### src/inc/rcsr_pkg.sv
package rcsr_pkg;

  // Register offsets (shared and channel pages)
  localparam logic [7:0] OFS_CLK_RST_CTRL  = 8'h00;
  localparam logic [7:0] OFS_CHANNEL_SIGNAL_DETECT_STATUS       = 8'h01;
  localparam logic [7:0] OFS_LOAD_STATUS   = 8'h0b;
  localparam logic [7:0] OFS_BUS_TIMING    = 8'h0c;

  // Reset values
  localparam logic [7:0] RST_CLK_RST_CTRL  = 8'h00;
  localparam logic [7:0] RST_BUS_TIMING    = 8'h91;
  localparam logic [7:0] RST_READ_ZERO     = 8'h00;

  // Channel control and signal detect status bit positions
  localparam int BIT_CORE_OFF      = 7;
  localparam int BIT_REGCLK_FORCE  = 6;
  localparam int BIT_REF_OFF       = 4;
  localparam int BIT_CORE_RST      = 3;
  localparam int BIT_REGS_DEFAULT  = 2;
  localparam int BIT_REF_RST       = 0;
  localparam int BIT_SIG_PRESENT   = 7;

  // Timing register fields
  localparam int BIT_FAST_RATE     = 7;
  localparam int POS_HOLD_LSB      = 4;
  localparam int POS_FILTER_LSB    = 0;

  // Load status encodings
  localparam logic [1:0] LOAD_BUSY = 2'h0;
  localparam logic [1:0] LOAD_FAIL = 2'h1;
  localparam logic [1:0] LOAD_OK   = 2'h2;

  // Load retry limit
  localparam logic [5:0] MAX_ATTEMPTS_M1 = 6'h3f;

  // Timing: 100 ns unit and clock period
  localparam int CLK_PERIOD_NS     = 100;
  localparam int UNIT_NS           = 100;
  localparam int UNIT_CYCLES       = (UNIT_NS + CLK_PERIOD_NS - 1)
                                     / CLK_PERIOD_NS;
  localparam int FAST_KHZ          = 400;
  localparam int STD_KHZ           = 100;
  localparam int CLK_KHZ           = 1000000 / CLK_PERIOD_NS;
  // Rounded up so the load bus never runs above its nominal rate
  localparam int FAST_HALF_CYCLES  = (CLK_KHZ + 2 * FAST_KHZ - 1)
                                     / (2 * FAST_KHZ);
  localparam int STD_HALF_CYCLES   = (CLK_KHZ + 2 * STD_KHZ - 1)
                                     / (2 * STD_KHZ);

  typedef struct packed {
    logic       write;
    logic       read;
    logic       channel;
    logic [7:0] addr;
    logic [7:0] wdata;
  } rcsr_req_type;

  typedef struct packed {
    logic core_clk_en;
    logic core_rst;
    logic ref_clk_en;
    logic ref_rst;
    logic reg_clk_en;
  } rcsr_domain_type;

endpackage

### src/logic/rcsr_regs.sv
module rcsr_regs
  import rcsr_pkg::*;
(
  input  wire logic            clk_sys,
  input  wire logic            reset,
  input  wire rcsr_req_type    req,
  output logic [7:0]           rdata,
  output logic                 rvalid,
  input  wire logic            load_attempt_start,
  input  wire logic            load_attempt_ok,
  input  wire logic            load_attempt_bad,
  input  wire logic            signal_detect_raw,
  input  wire logic            serial_clock_input,
  input  wire logic            serial_data_input,
  output logic                 load_retry_enable,
  output logic                 load_bus_tick,
  output logic                 serial_clock_clean,
  output logic                 serial_data_clean,
  output rcsr_domain_type      domain
);

  typedef enum logic [1:0] {
    LD_BUSY = 2'b00,
    LD_FAIL = 2'b01,
    LD_OK   = 2'b10
  } rcsr_load_type;

  logic [7:0]    ctrl;
  logic [7:0]    timing;
  logic [5:0]    load_attempt_count;
  rcsr_load_type load_state;
  logic [2:0]    sig_sync;
  logic          input_signal_present;
  logic [2:0]    scl_sync;
  logic [2:0]    sda_sync;
  logic [4:0]    scl_cnt;
  logic [4:0]    sda_cnt;
  logic [3:0]    hold_cnt;
  logic          sda_filt;
  logic [7:0]    bus_div;
  logic [7:0]    next_rdata;
  logic          access_active;

  function automatic logic hit(input rcsr_req_type r, input logic ch,
                               input logic [7:0] ofs);
    hit = (r.channel == ch) && (r.addr == ofs);
  endfunction

  wire logic [3:0] spike_filter_width = timing[POS_FILTER_LSB +: 4];
  wire logic [2:0] sda_hold_time      = timing[POS_HOLD_LSB +: 3];
  wire logic       fast_rate          = timing[BIT_FAST_RATE];
  wire logic       load_done_flag     = (load_state == LD_OK);
  wire logic       load_failed_flag   = (load_state == LD_FAIL);

  ////////////////////////////////////////////////////////////////////////////
  // Channel control register
  always_ff @(posedge clk_sys) begin
    if (reset) begin
      ctrl <= RST_CLK_RST_CTRL;
    end else if (ctrl[BIT_REGS_DEFAULT]) begin
      ctrl <= RST_CLK_RST_CTRL;
    end else if (req.write && hit(req, 1'b1, OFS_CLK_RST_CTRL)) begin
      ctrl <= req.wdata;
    end
  end

  // Shared timing register
  always_ff @(posedge clk_sys) begin
    if (reset) begin
      timing <= RST_BUS_TIMING;
    end else if (req.write && hit(req, 1'b0, OFS_BUS_TIMING)) begin
      timing <= req.wdata;
    end
  end

  ////////////////////////////////////////////////////////////////////////////
  // Load outcome and attempt count
  always_ff @(posedge clk_sys) begin
    if (reset) begin
      load_state         <= LD_BUSY;
      load_attempt_count <= 6'h00;
    end else if (load_state == LD_BUSY) begin
      if (load_attempt_start) begin
        load_attempt_count <= load_attempt_count + 6'h01;
      end
      if (load_attempt_ok) begin
        load_state <= LD_OK;
      end else if (load_attempt_bad &&
                   load_attempt_count == MAX_ATTEMPTS_M1 + 6'h01) begin
        load_state <= LD_FAIL;
      end
    end
  end

  always_ff @(posedge clk_sys) begin
    if (reset) begin
      load_retry_enable <= 1'b0;
    end else begin
      load_retry_enable <= (load_state == LD_BUSY) &&
                           !(load_attempt_bad &&
                             load_attempt_count == MAX_ATTEMPTS_M1 + 6'h01)
                           && !load_attempt_ok;
    end
  end

  // Load bus rate tick
  always_ff @(posedge clk_sys) begin
    if (reset) begin
      bus_div       <= 8'h00;
      load_bus_tick <= 1'b0;
    // At or past limit, so a rate change never waits for a wrap
    end else if (bus_div >= 8'(fast_rate ? FAST_HALF_CYCLES - 1
                                         : STD_HALF_CYCLES - 1)) begin
      bus_div       <= 8'h00;
      load_bus_tick <= 1'b1;
    end else begin
      bus_div       <= bus_div + 8'h01;
      load_bus_tick <= 1'b0;
    end
  end

  ////////////////////////////////////////////////////////////////////////////
  // Pin synchronisers
  always_ff @(posedge clk_sys) begin
    if (reset) begin
      sig_sync <= 3'h0;
      scl_sync <= 3'h7;
      sda_sync <= 3'h7;
    end else begin
      sig_sync <= {sig_sync[1:0], signal_detect_raw};
      scl_sync <= {scl_sync[1:0], serial_clock_input};
      sda_sync <= {sda_sync[1:0], serial_data_input};
    end
  end

  always_ff @(posedge clk_sys) begin
    if (reset) begin
      input_signal_present <= 1'b0;
    end else if (sig_sync[2] == sig_sync[1]) begin
      input_signal_present <= sig_sync[2];
    end
  end

  // Spike filter on serial clock
  always_ff @(posedge clk_sys) begin
    if (reset) begin
      scl_cnt            <= 5'h00;
      serial_clock_clean <= 1'b1;
    end else if (scl_sync[2] != scl_sync[1] ||
                 scl_sync[2] == serial_clock_clean) begin
      scl_cnt <= 5'h00;
    end else if (scl_cnt >= 5'(spike_filter_width * UNIT_CYCLES)) begin
      serial_clock_clean <= scl_sync[2];
      scl_cnt            <= 5'h00;
    end else begin
      scl_cnt <= scl_cnt + 5'h01;
    end
  end

  // Spike filter on serial data
  always_ff @(posedge clk_sys) begin
    if (reset) begin
      sda_cnt  <= 5'h00;
      sda_filt <= 1'b1;
    end else if (sda_sync[2] != sda_sync[1] ||
                 sda_sync[2] == sda_filt) begin
      sda_cnt <= 5'h00;
    end else if (sda_cnt >= 5'(spike_filter_width * UNIT_CYCLES)) begin
      sda_filt <= sda_sync[2];
      sda_cnt  <= 5'h00;
    end else begin
      sda_cnt <= sda_cnt + 5'h01;
    end
  end

  // Data hold delay
  always_ff @(posedge clk_sys) begin
    if (reset) begin
      hold_cnt          <= 4'h0;
      serial_data_clean <= 1'b1;
    end else if (sda_filt == serial_data_clean) begin
      hold_cnt <= 4'h0;
    end else if (hold_cnt >= 4'(sda_hold_time * UNIT_CYCLES)) begin
      serial_data_clean <= sda_filt;
      hold_cnt          <= 4'h0;
    end else begin
      hold_cnt <= hold_cnt + 4'h1;
    end
  end

  ////////////////////////////////////////////////////////////////////////////
  // Domain gating and resets
  assign access_active = req.read || req.write;

  always_ff @(posedge clk_sys) begin
    if (reset) begin
      domain <= '{1'b1, 1'b0, 1'b1, 1'b0, 1'b0};
    end else begin
      domain.core_clk_en <= !ctrl[BIT_CORE_OFF];
      domain.core_rst    <= ctrl[BIT_CORE_RST];
      domain.ref_clk_en  <= !ctrl[BIT_REF_OFF];
      domain.ref_rst     <= ctrl[BIT_REF_RST];
      domain.reg_clk_en  <= ctrl[BIT_REGCLK_FORCE] || access_active;
    end
  end

  ////////////////////////////////////////////////////////////////////////////
  // Read path
  always_comb begin
    next_rdata = RST_READ_ZERO;
    if (hit(req, 1'b1, OFS_CLK_RST_CTRL)) begin
      next_rdata = ctrl;
    end else if (hit(req, 1'b1, OFS_CHANNEL_SIGNAL_DETECT_STATUS)) begin
      next_rdata[BIT_SIG_PRESENT] = input_signal_present;
    end else if (hit(req, 1'b0, OFS_LOAD_STATUS)) begin
      next_rdata = {load_done_flag, load_failed_flag,
                    load_attempt_count};
    end else if (hit(req, 1'b0, OFS_BUS_TIMING)) begin
      next_rdata = timing;
    end
  end

  always_ff @(posedge clk_sys) begin
    if (reset) begin
      rdata  <= RST_READ_ZERO;
      rvalid <= 1'b0;
    end else begin
      rvalid <= req.read;
      if (req.read) begin
        rdata <= next_rdata;
      end
    end
  end

endmodule

### config.mk
export PLATFORM = sky130hd
export DESIGN_NAME = rcsr_regs
export DESIGN_NICKNAME = d
export VERILOG_FILES = /design/src/inc/rcsr_pkg.sv /design/src/logic/rcsr_regs.sv
export SDC_FILE = /design/constraint.sdc
export NUM_CORES = 1
export LEC_CHECK = 0
export ABC_AREA = 1
export BUFFER_PORTS_ARGS = -buffer_cell sky130_fd_sc_hd__buf_2
export CAP_MARGIN = 40
export CORE_ASPECT_RATIO = 1.25
export CORE_MARGIN = 2
export CORE_UTILIZATION = 40
export CTS_CLUSTER_DIAMETER = 100
export CTS_CLUSTER_SIZE = 10
export DETAILED_ROUTE_END_ITERATION = 12
export PLACE_DENSITY = 0.7
export SYNTH_ARGS = -nofsm -noshare
export SYNTH_HDL_FRONTEND = slang
export SYNTH_SLANG_ARGS = --single-unit
### constraint.sdc
create_clock -name clk_sys -period 4.15 [get_ports clk_sys]
set_input_delay 0.2075 -clock clk_sys [delete_from_list [all_inputs] [get_ports clk_sys]]
set_output_delay 0.2075 -clock clk_sys [all_outputs]
set_load 0.01 [all_outputs]
==> results of run 1 <==
==> stage by stage <==
stage | worst slack [ns] | power (mW)
floorplan | 2.67 | 0.825
global placement | 2.00 | 0.863
detailed placement | 1.95 | 0.867
CTS | 2.33 | 1.47
global route | 2.10 | 1.52
finish | 2.34 | 1.46
==> flip-flops by register name, indices dropped and copies added, names as in the netlist, 2 cells and up <==
signal,flops
rdata,8
scl_cnt,5
load_state,2
scl_sync,3
sig_sync,3
sda_sync,3
domain,5
bus_div,8
hold_cnt,4
sda_cnt,5
timing,8
ctrl,8
load_attempt_count,6
==> cells by family after synthesis <==
family | share of synthesized area
compound gates | 0.109
simple gates | 0.253
flops | 0.438
other cells | 0.00109
fa+ha+maj | 0.0803
xor+xnor | 0.0332
buf+inv | 0.0844
==> synthesized netlist by cell type <==
cell,count,area [um^2]
xor2_1,9,78.8
a21oi_1,15,75.1
xnor2_1,4,35.0
nor3_1,5,25.0
or2_1,1,6.26
inv_1,62,233
a21bo_2,1,10.0
nand3_1,20,100
ha_1,22,275
inv_2,3,11.3
conb_1,1,3.75
a211oi_1,4,30.0
o211ai_1,3,22.5
nor2_4,3,33.8
and2_1,1,6.26
nand2_2,2,12.5
a211oi_2,6,75.1
nand4_1,11,68.8
nor2_2,3,18.8
a31oi_1,3,18.8
nor4_4,1,21.3
dfxtp_1,75,1500
nor3b_1,2,15.0
nand2_1,51,191
o21a_1,1,7.51
buf_1,1,3.75
or2_2,4,25.0
nor3_2,1,10.0
nand2_4,2,22.5
nand3b_1,5,37.5
buf_6,2,22.5
nor2_1,73,274
clkbuf_1,4,15.0
clkinv_1,1,3.75
o21ai_0,27,135
==> layout by cell type, fill, tap and decap left out, drive strengths merged, types with 3 or more instances in the layout <==
| cell | Yosys | final |
|---|---|---|
| nor2 | 79 | 79 |
| dfxtp | 75 | 75 |
| inv | 65 | 66 |
| nand2 | 55 | 55 |
| buf | 3 | 44 |
| o21ai | 27 | 27 |
| ha | 22 | 22 |
| nand3 | 20 | 20 |
| a21oi | 15 | 15 |
| nand4 | 11 | 11 |
| clkbuf | 4 | 10 |
| a211oi | 10 | 10 |
| xor2 | 9 | 9 |
| nor3 | 6 | 6 |
| nand3b | 5 | 5 |
| or2 | 5 | 5 |
| xnor2 | 4 | 4 |
| o211ai | 3 | 3 |
| a31oi | 3 | 3 |
==> report_power, final <==
| group | internal (mW) | switching, mW | total (mW) |
|---|---|---|---|
| Clock | 0.340 | 0.268 | 0.607 |
| Combinational | 0.0382 | 0.0621 | 0.100 |
| Sequential | 0.737 | 0.0120 | 0.749 |
| Total | 1.11 | 0.342 | 1.46 |
==> layout make-up <==
class,instances,area [um^2]
flip-flops and latches,75,1500
fillers,825,4340
multi-input cells,281,1640
well taps,97,121
repair buffers,44,220
inverters,66,248
clock inverters,6,88.8
clock buffers,10,128
==> routing by layer <==
layer  vias to the layer above  global-route usage
met5                         -                   0
met4                         0              0.0636
met3                        11              0.0445
met2                        50               0.281
met1                      1241               0.191
li1                       1480                   -
==> critical path, cell delays in order <==
cell	delay, ns
buf_2	0.40
clkinv_1	0.77
nand4_1	0.57
nor3b_1	0.09
==> worst max path at each step <==
stage	start	to
after floorplan	timing[7]$_SDFFE_PP1P_	bus_div[2]$_SDFF_PP0_
after global placement	reset	bus_div[2]$_SDFF_PP0_
final	reset	bus_div[2]$_SDFF_PP0_
after global routing	timing[7]$_SDFFE_PP1P_	bus_div[2]$_SDFF_PP0_
after detailed placement	reset	bus_div[2]$_SDFF_PP0_
after CTS	timing[7]$_SDFFE_PP1P_	bus_div[2]$_SDFF_PP0_
==> impl_results.md, run 1 <==
* Outcome: complete, no violations
* Critical path class: in2reg
* Sequential fraction of the synthesis area at 0.438
* Worst Path Max Fanout at 28
* Post-synthesis cell type count at 35
* Detailed Routing Iterations Pass 1 at 4
* Iter 0 DRT Violations at 103
* Final core occ at 0.476
* Uppermost routed layer: met4
* Peak VDD IR at 0.178 mV
* PD cells at 369 nW/um^2
* Mapped Area at 3430 um^2
* CTS tree: done
* Fin area at 3940 um^2
* Post-DP Area at 3730 um^2
* Max Root-Sink Buffers at 2
* Placed wire-length estimate at 5290 um
* Hold Startpoint: serial_data_input
* Post-CTS Resized at 0
* Tightest Pin Transition at 0.778 ns
* DRC at 0
* Total number of vias at 2,782
* Antenna diodes at 0
* Area of the core at 8290 um^2
* TNS Setup at 0 ns
* Clock slew at reported path FFs at 0.08 ns
* Met1 wire length at 3020 um
* Hold buffer count at cts at 0
* Nets at 526
* Total Routing Usage GR at 0.163
* Hold path endpoint: sda_sync[0]$_SDFF_PP1_
* Post-CTS Setup Bufs at 0
* Routed wl met2 at 3470 um
* R2r startpoint: timing[7]$_SDFFE_PP1P_
* Die Y-Extent at 107 um
* Syn-to-layout area delta at 15.1%
* Syn_area_per_cell at 7.99 um^2
* Final setup fails at 0
* Fin crit share at 0.437
* CTS HTree Levels at 3
* Antenna Nets Post-Route at 0
* Flops & latches, synth at 75
* Wire per inst at 12.0 um
* Hold Path Class: in2reg
* Fraction of layout cells with a size suffix above 1 at 0.176
* Hold path depth at 2
* Met3 WL at 325 um
* Clock Latency Late Sink at 0.35 ns
* Reg-to-reg endpoint: bus_div[2]$_SDFF_PP0_
* WP data required at 4.38 ns
* Die Area at 9330 um^2
* Startpoint class of the critical path: input port
* Initial Util at 0.413
* Fin Hold WS at 0.0445 ns
* Mapped Nets at 478
* Maxcap violations at 0
* Die W at 86.8 um
* DR vias/cell at 4.80
* PortBufs at 44
* Final critical-path required period at 1.81 ns
* Clock Skews at 0.00570 ns
* Critical Path AT at 2.04 ns
* Synth Warn # at 0
* CTS Buf Count at 9
* Initial antenna violation count at 0
* Vias in the first global route at 2,705
* Final hold viol count at 0
* Drt total wl at 6930 um
* Setup crit end kind: flop
* R2R depth at 7
* Largest net degree at the start of global routing at 29
* GP Congestion at 0.788
* P_leak at 1.75 nW
* Relative slew slack at 0.478
* I/O pin cnt at 45
* Total gr overflow at 0
* RSZ-0062 raised after global routing: no
* Root buffer cell: clkbuf_8
* CTS sink cnt at 75
* Worst R2R Setup Slack at 2.37 ns
* Max Transition Viols Final at 0
* Placed insts at 563
* Cells after synthesis at 429
* First-pass GRT wire length at 11,900 um
* Final Non-Filler Cells at 579
* Num rows at 37
* FMAX at 552 MHz
No activity file was read; power rests on OpenSTA's default activity.
==> inputs of run 2 (changes only) <==
Clock period 4.15 ns to 1.75 ns, I/O delays scaled along.
==> run 2 against run 1 <==
Effect of this change:
- largest cell class unchanged
- cell count rose by 2.1%
- utilization rose by 1.3 points
- routed wire length rose by 2.4%
- global-route usage rose by 0.30 points
- final area rose by 2.8%
- first-iteration DRC count rose by 17%
- non-clock buffer count rose by 12
- clock skew barely moved
- via count rose by 2.9%
- critical path type is now reg2reg
- worst hold slack got worse by 0.016 ns
==> impl_results.md, run 2 (synthesized netlist as in run 1, its figures left out) <==
* Detailed Routing Iterations Pass 1 at 4
* Drt total wl at 7100 um
* Total Routing Usage GR at 0.166
* Buffers and inverters on the worst path at 1
* Post-DP Area at 3740 um^2
* TNS Setup at 0 ns
* Fin Hold WS at 0.0289 ns
* Clock slew at reported path FFs at 0.08 ns
* Max Transition Viols Final at 0
* Worst Path Max Fanout at 5
* First-pass GRT wire length at 12,200 um
* Die Area at 9330 um^2
* Maxcap violations at 0
* Final core occ at 0.489
* Die W at 86.8 um
* Worst path most repeated cell: nand3b_1
* Commonest non-fill, non-tap cells in the layout: dfxtp_1, nor2_1, inv_1
* Root buffer cell: clkbuf_8
* Commonest non-fill, non-tap cell in the layout: dfxtp_1
* Total number of vias at 2,863
* Hold Path Class: in2reg
* Iter 0 DRT Violations at 121
* Num rows at 37
* Fin crit share at 0.922
* Nets at 538
* Peak VDD IR at 0.395 mV
* Wire per inst at 12.0 um
* CTS Buf Count at 9
* Post-CTS Resized at 0
* Vias in the first global route at 2,775
* Area of the core at 8290 um^2
* Met1 global-route usage at 0.200
* Setup crit end kind: flop
* Antenna Nets Post-Route at 0
* GR Util met2 at 0.289
* Fin area at 4050 um^2
* DR vias/cell at 4.84
* Final hold viol count at 0
* Critical path class: reg2reg
* Fraction of layout cells with a size suffix above 1 at 0.182
* Critical Path AT at 1.90 ns
* Family with the most delay on the worst path: simple AND/OR/NAND/NOR gates
* CP Cell Sequence: inv_1, ha_1, a21oi_1, nand3b_1, nand4_1, nand3b_1, nor2_1
* P_leak at 1.80 nW
* Final critical-path required period at 1.61 ns
* PortBufs at 44
* Critical-path top delay cell: dfxtp_1
* CTS tree: done
* Final setup fails at 0
* FMAX at 620 MHz
* Total gr overflow at 0
* Startpoint class of the critical path: flop
* Largest net degree at the start of global routing at 25
* GR met3 Demand/Resource at 0.0360
* Die Y-Extent at 107 um
* Initial Util at 0.413
* I/O pin cnt at 45
* Clock Skews at 0.00538 ns
* Most Crowded Layer GR: met2
* Initial antenna violation count at 0
* PD cells at 860 nW/um^2
* DRC at 0
* Outcome: complete, no violations
* CTS HTree Levels at 3
* Largest stage delay, worst path at 0.34 ns
* Clock Latency Late Sink at 0.35 ns
* Max Root-Sink Buffers at 2
* WP data required at 2.04 ns
* CTS sink cnt at 75
* Antenna diodes at 0
* Syn-to-layout area delta at 18.3%
* Placed wire-length estimate at 5440 um
* GP Congestion at 0.782
-- run 2: final timing paths --
kind                                        startpoint                         end  slack (ns)  depth (start not counted)
worst max-delay path            timing[2]$_SDFFE_PP0P_       scl_cnt[3]$_SDFF_PP0_        0.14                          7
worst min-delay path                   load_attempt_ok  load_state[0]$_SDFFE_PP0P_        0.03                          4
worst max register to register  timing[2]$_SDFFE_PP0P_       scl_cnt[3]$_SDFF_PP0_        0.14                          7
worst min register to register  sig_sync[0]$_SDFF_PP0_      sig_sync[1]$_SDFF_PP0_        0.41                          2
-- run 2: final cells by class --
cell class              instances  area (um^2)
clock buffers                  10          128
multi-input cells             281         1640
fillers                       837         4240
flip-flops and latches         75         1500
clock inverters                 6         90.1
inverters                      66          248
repair buffers                 56          328
well taps                      97          121
-- run 2: report_power, final --
part           total [mW]  internal (mW)  leakage (nW)  switching [mW]
logic               0.256          0.107          1.09           0.149
registers            1.78           1.75         0.610          0.0282
clock network        1.45          0.805         0.106           0.648
total                3.49           2.66          1.80           0.825
-- run 2: worst register-to-register path, delay by kind of cell (launching register included) --
family / cells / cell delay (ns)
compound gates: 1 / 0.16
fa+ha+maj: 1 / 0.34
flops: 1 / 0.34
simple gates: 4 / 0.63
buf+inv: 1 / 0.09
-- run 2: stage by stage --
stage | setup WS [ns] | instances | total power [mW]
final | 0.136 | 591 | 3.49
after floorplan | 0.270 | 429 | 1.96
after global routing | -0.0291 | 591 | 3.65
after global placement | 0.148 | 565 | 2.05
after CTS | 0.0592 | 587 | 3.52
after detailed placement | 0.0722 | 565 | 2.06
-- run 2: layer usage --
layer	vias to the layer above	wire length, um
li1	1505	-
met1	1299	3160
met2	50	3580
met3	9	254
met4	0	110
met5	-	0
-- run 2: repair_timing --
action	CTS	global route
hold buffers	6	1
buffers inserted	0	3
endpoints found under the setup margin	0	8
endpoints found under the hold margin	6	1
==> inputs of run 3 (changes only) <==
Settings changed: CORE_UTILIZATION 40 to 57, PLACE_DENSITY 0.7 to 0.9.
==> run 3 against run 2 <==
Effect of this change:
- clock skew about the same
- setup slack got worse by 0.023 ns
- clock power rose by 12%
- via count increased by 3.8%
- final area about the same
- register-to-register slack got worse by 0.02 ns
- highest routed layer unchanged
==> impl_results.md, run 3 (synthesized netlist as in run 1, its figures left out) <==
* Total power at 3.66 mW
* Maxcap violations at 0
* Die W at 73.3 um
* Final WS setup at 0.113 ns
* Initial Util at 0.589
* Root buffer cell: clkbuf_8
* Final hold viol count at 0
* Commonest non-fill, non-tap cell in the layout: dfxtp_1
* Antenna Nets Post-Route at 0
* Fin crit share at 0.936
* Placed wire-length estimate at 5240 um
* Clock Skews at 0.00558 ns
* Area of the core at 5820 um^2
* Met1 global-route usage at 0.261
* Total number of vias at 2,971
* Placed insts at 534
* Final core occ at 0.696
* Peak VDD IR at 0.634 mV
* Final critical-path required period at 1.64 ns
* Final Non-Filler Cells at 559
* PD cells at 905 nW/um^2
* Iter 0 DRT Violations at 111
* CP Cell Sequence: inv_1, ha_1, a21oi_1, o21ai_0, nand2_1, nand4_1, buf_4, nor3b_1
* RSZ-0062 raised after global routing: yes
* Buffers and inverters on the worst path at 2
* PortBufs at 44
* Initial antenna violation count at 0
* DR vias/cell at 5.31
* Fraction of layout cells with a size suffix above 1 at 0.185
* GR Util met2 at 0.435
* CTS tree: done
* FMAX at 611 MHz
* Critical Path AT at 1.92 ns
* Total gr overflow at 0
* DP Worst Slack at 0.0615 ns
* Final setup fails at 0
* Max Transition Viols Final at 0
* Outcome: complete, no violations
* Clock Latency Late Sink at 0.35 ns
* Worst Path Max Fanout at 7
* Wire per inst at 13.4 um
* CTS Buf Count at 9
* Drt total wl at 7470 um
* Hold Path Class: in2reg
* Antenna diodes at 0
* DRC at 0
* Startpoint class of the critical path: flop
* First-pass GRT wire length at 12,500 um
* WP data required at 2.03 ns
* Critical path class: reg2reg
* I/O pin cnt at 45
* Detailed Routing Iterations Pass 1 at 4
* Largest stage delay, worst path at 0.36 ns
* CTS HTree Levels at 3
* Total Routing Usage GR at 0.241
* Max Root-Sink Buffers at 2
* Critical-path top delay cell: dfxtp_2
* Commonest non-fill, non-tap cells in the layout: dfxtp_1, nor2_1, inv_1
* Largest net degree at the start of global routing at 21
* Family with the most delay on the worst path: simple AND/OR/NAND/NOR gates
* Die Area at 6650 um^2
* Setup crit end kind: flop
* GR met3 Demand/Resource at 0.0658
* Num rows at 31
* Fin Hold WS at 0.0364 ns
* Nets at 537
* Clock slew at reported path FFs at 0.08 ns
* CTS sink cnt at 75
* Most Crowded Layer GR: met2
* GP Congestion at 0.875
* P_leak at 1.82 nW
* Syn-to-layout area delta at 18.2%
* Die Y-Extent at 90.7 um
* Vias in the first global route at 2,925
[run 3: changes by cell type in the layout (fill, tap and decap cells not counted)]
cell       change
clkbuf_1       -1
inv_6          +2
clkinv_4       -1
buf_12         +1
buf_4          -2
dfxtp_1        -1
clkinv_2       -1
dfxtp_2        +1
bufinv_16      +1
[run 3: worst register-to-register path, stage by stage, from the launching register on]
cell	delay (ns)
dfxtp_2	0.36
inv_1	0.09
ha_1	0.32
a21oi_1	0.14
o21ai_0	0.10
nand2_1	0.09
nand4_1	0.12
buf_4	0.19
nor3b_1	0.17
[run 3: power breakdown]
group | switching, mW | internal [mW] | total, mW | leakage [nW]
registers | 0.0286 | 1.75 | 1.78 | 0.610
logic | 0.156 | 0.109 | 0.265 | 1.09
clock network | 0.665 | 0.959 | 1.62 | 0.120
total | 0.849 | 2.81 | 3.66 | 1.82
[run 3: worst paths after layout]
path | start | to | slack, ns | depth (start not counted)
setup / recovery | timing[7]$_SDFFE_PP1P_ | bus_div[2]$_SDFF_PP0_ | 0.11 | 8
hold / removal | req[6] | ctrl[6]$_SDFFE_PP0P_ | 0.04 | 3
setup reg to reg | timing[7]$_SDFFE_PP1P_ | bus_div[2]$_SDFF_PP0_ | 0.11 | 8
hold reg to reg | sig_sync[0]$_SDFF_PP0_ | sig_sync[1]$_SDFF_PP0_ | 0.41 | 2
[run 3: per-stage QoR]
stage          cell area [um^2]  TNS [ns]
3_5_place_dp               3710         0
4_1_cts                    4030         0
3_3_place_gp               3710         0
5_1_grt                    4050   -0.0116
2_1_floorplan              3430         0
6_report                   4050         0
[run 3: metal layers]
layer | wire [um] | part of all wire
met5 | 0 | 0
met4 | 187 | 0.025
met3 | 339 | 0.045
met2 | 3990 | 0.53
met1 | 2950 | 0.39
[run 3: final cells by class]
type	count	area [um^2]
Fill cell	424	1770
Multi-Input combinational cell	281	1640
Sequential cell	75	1500
Timing Repair Buffer	55	333
Inverter	66	248
Clock buffer	9	124
Clock inverter	7	124
Tap cell	66	82.6
[run 3: timing repair]
item	CTS	global route
hold endpoints to repair	8	0
resized for setup	0	1
endpoints found under the setup margin	0	11
hold buffers	7	0
setup buffers	0	2
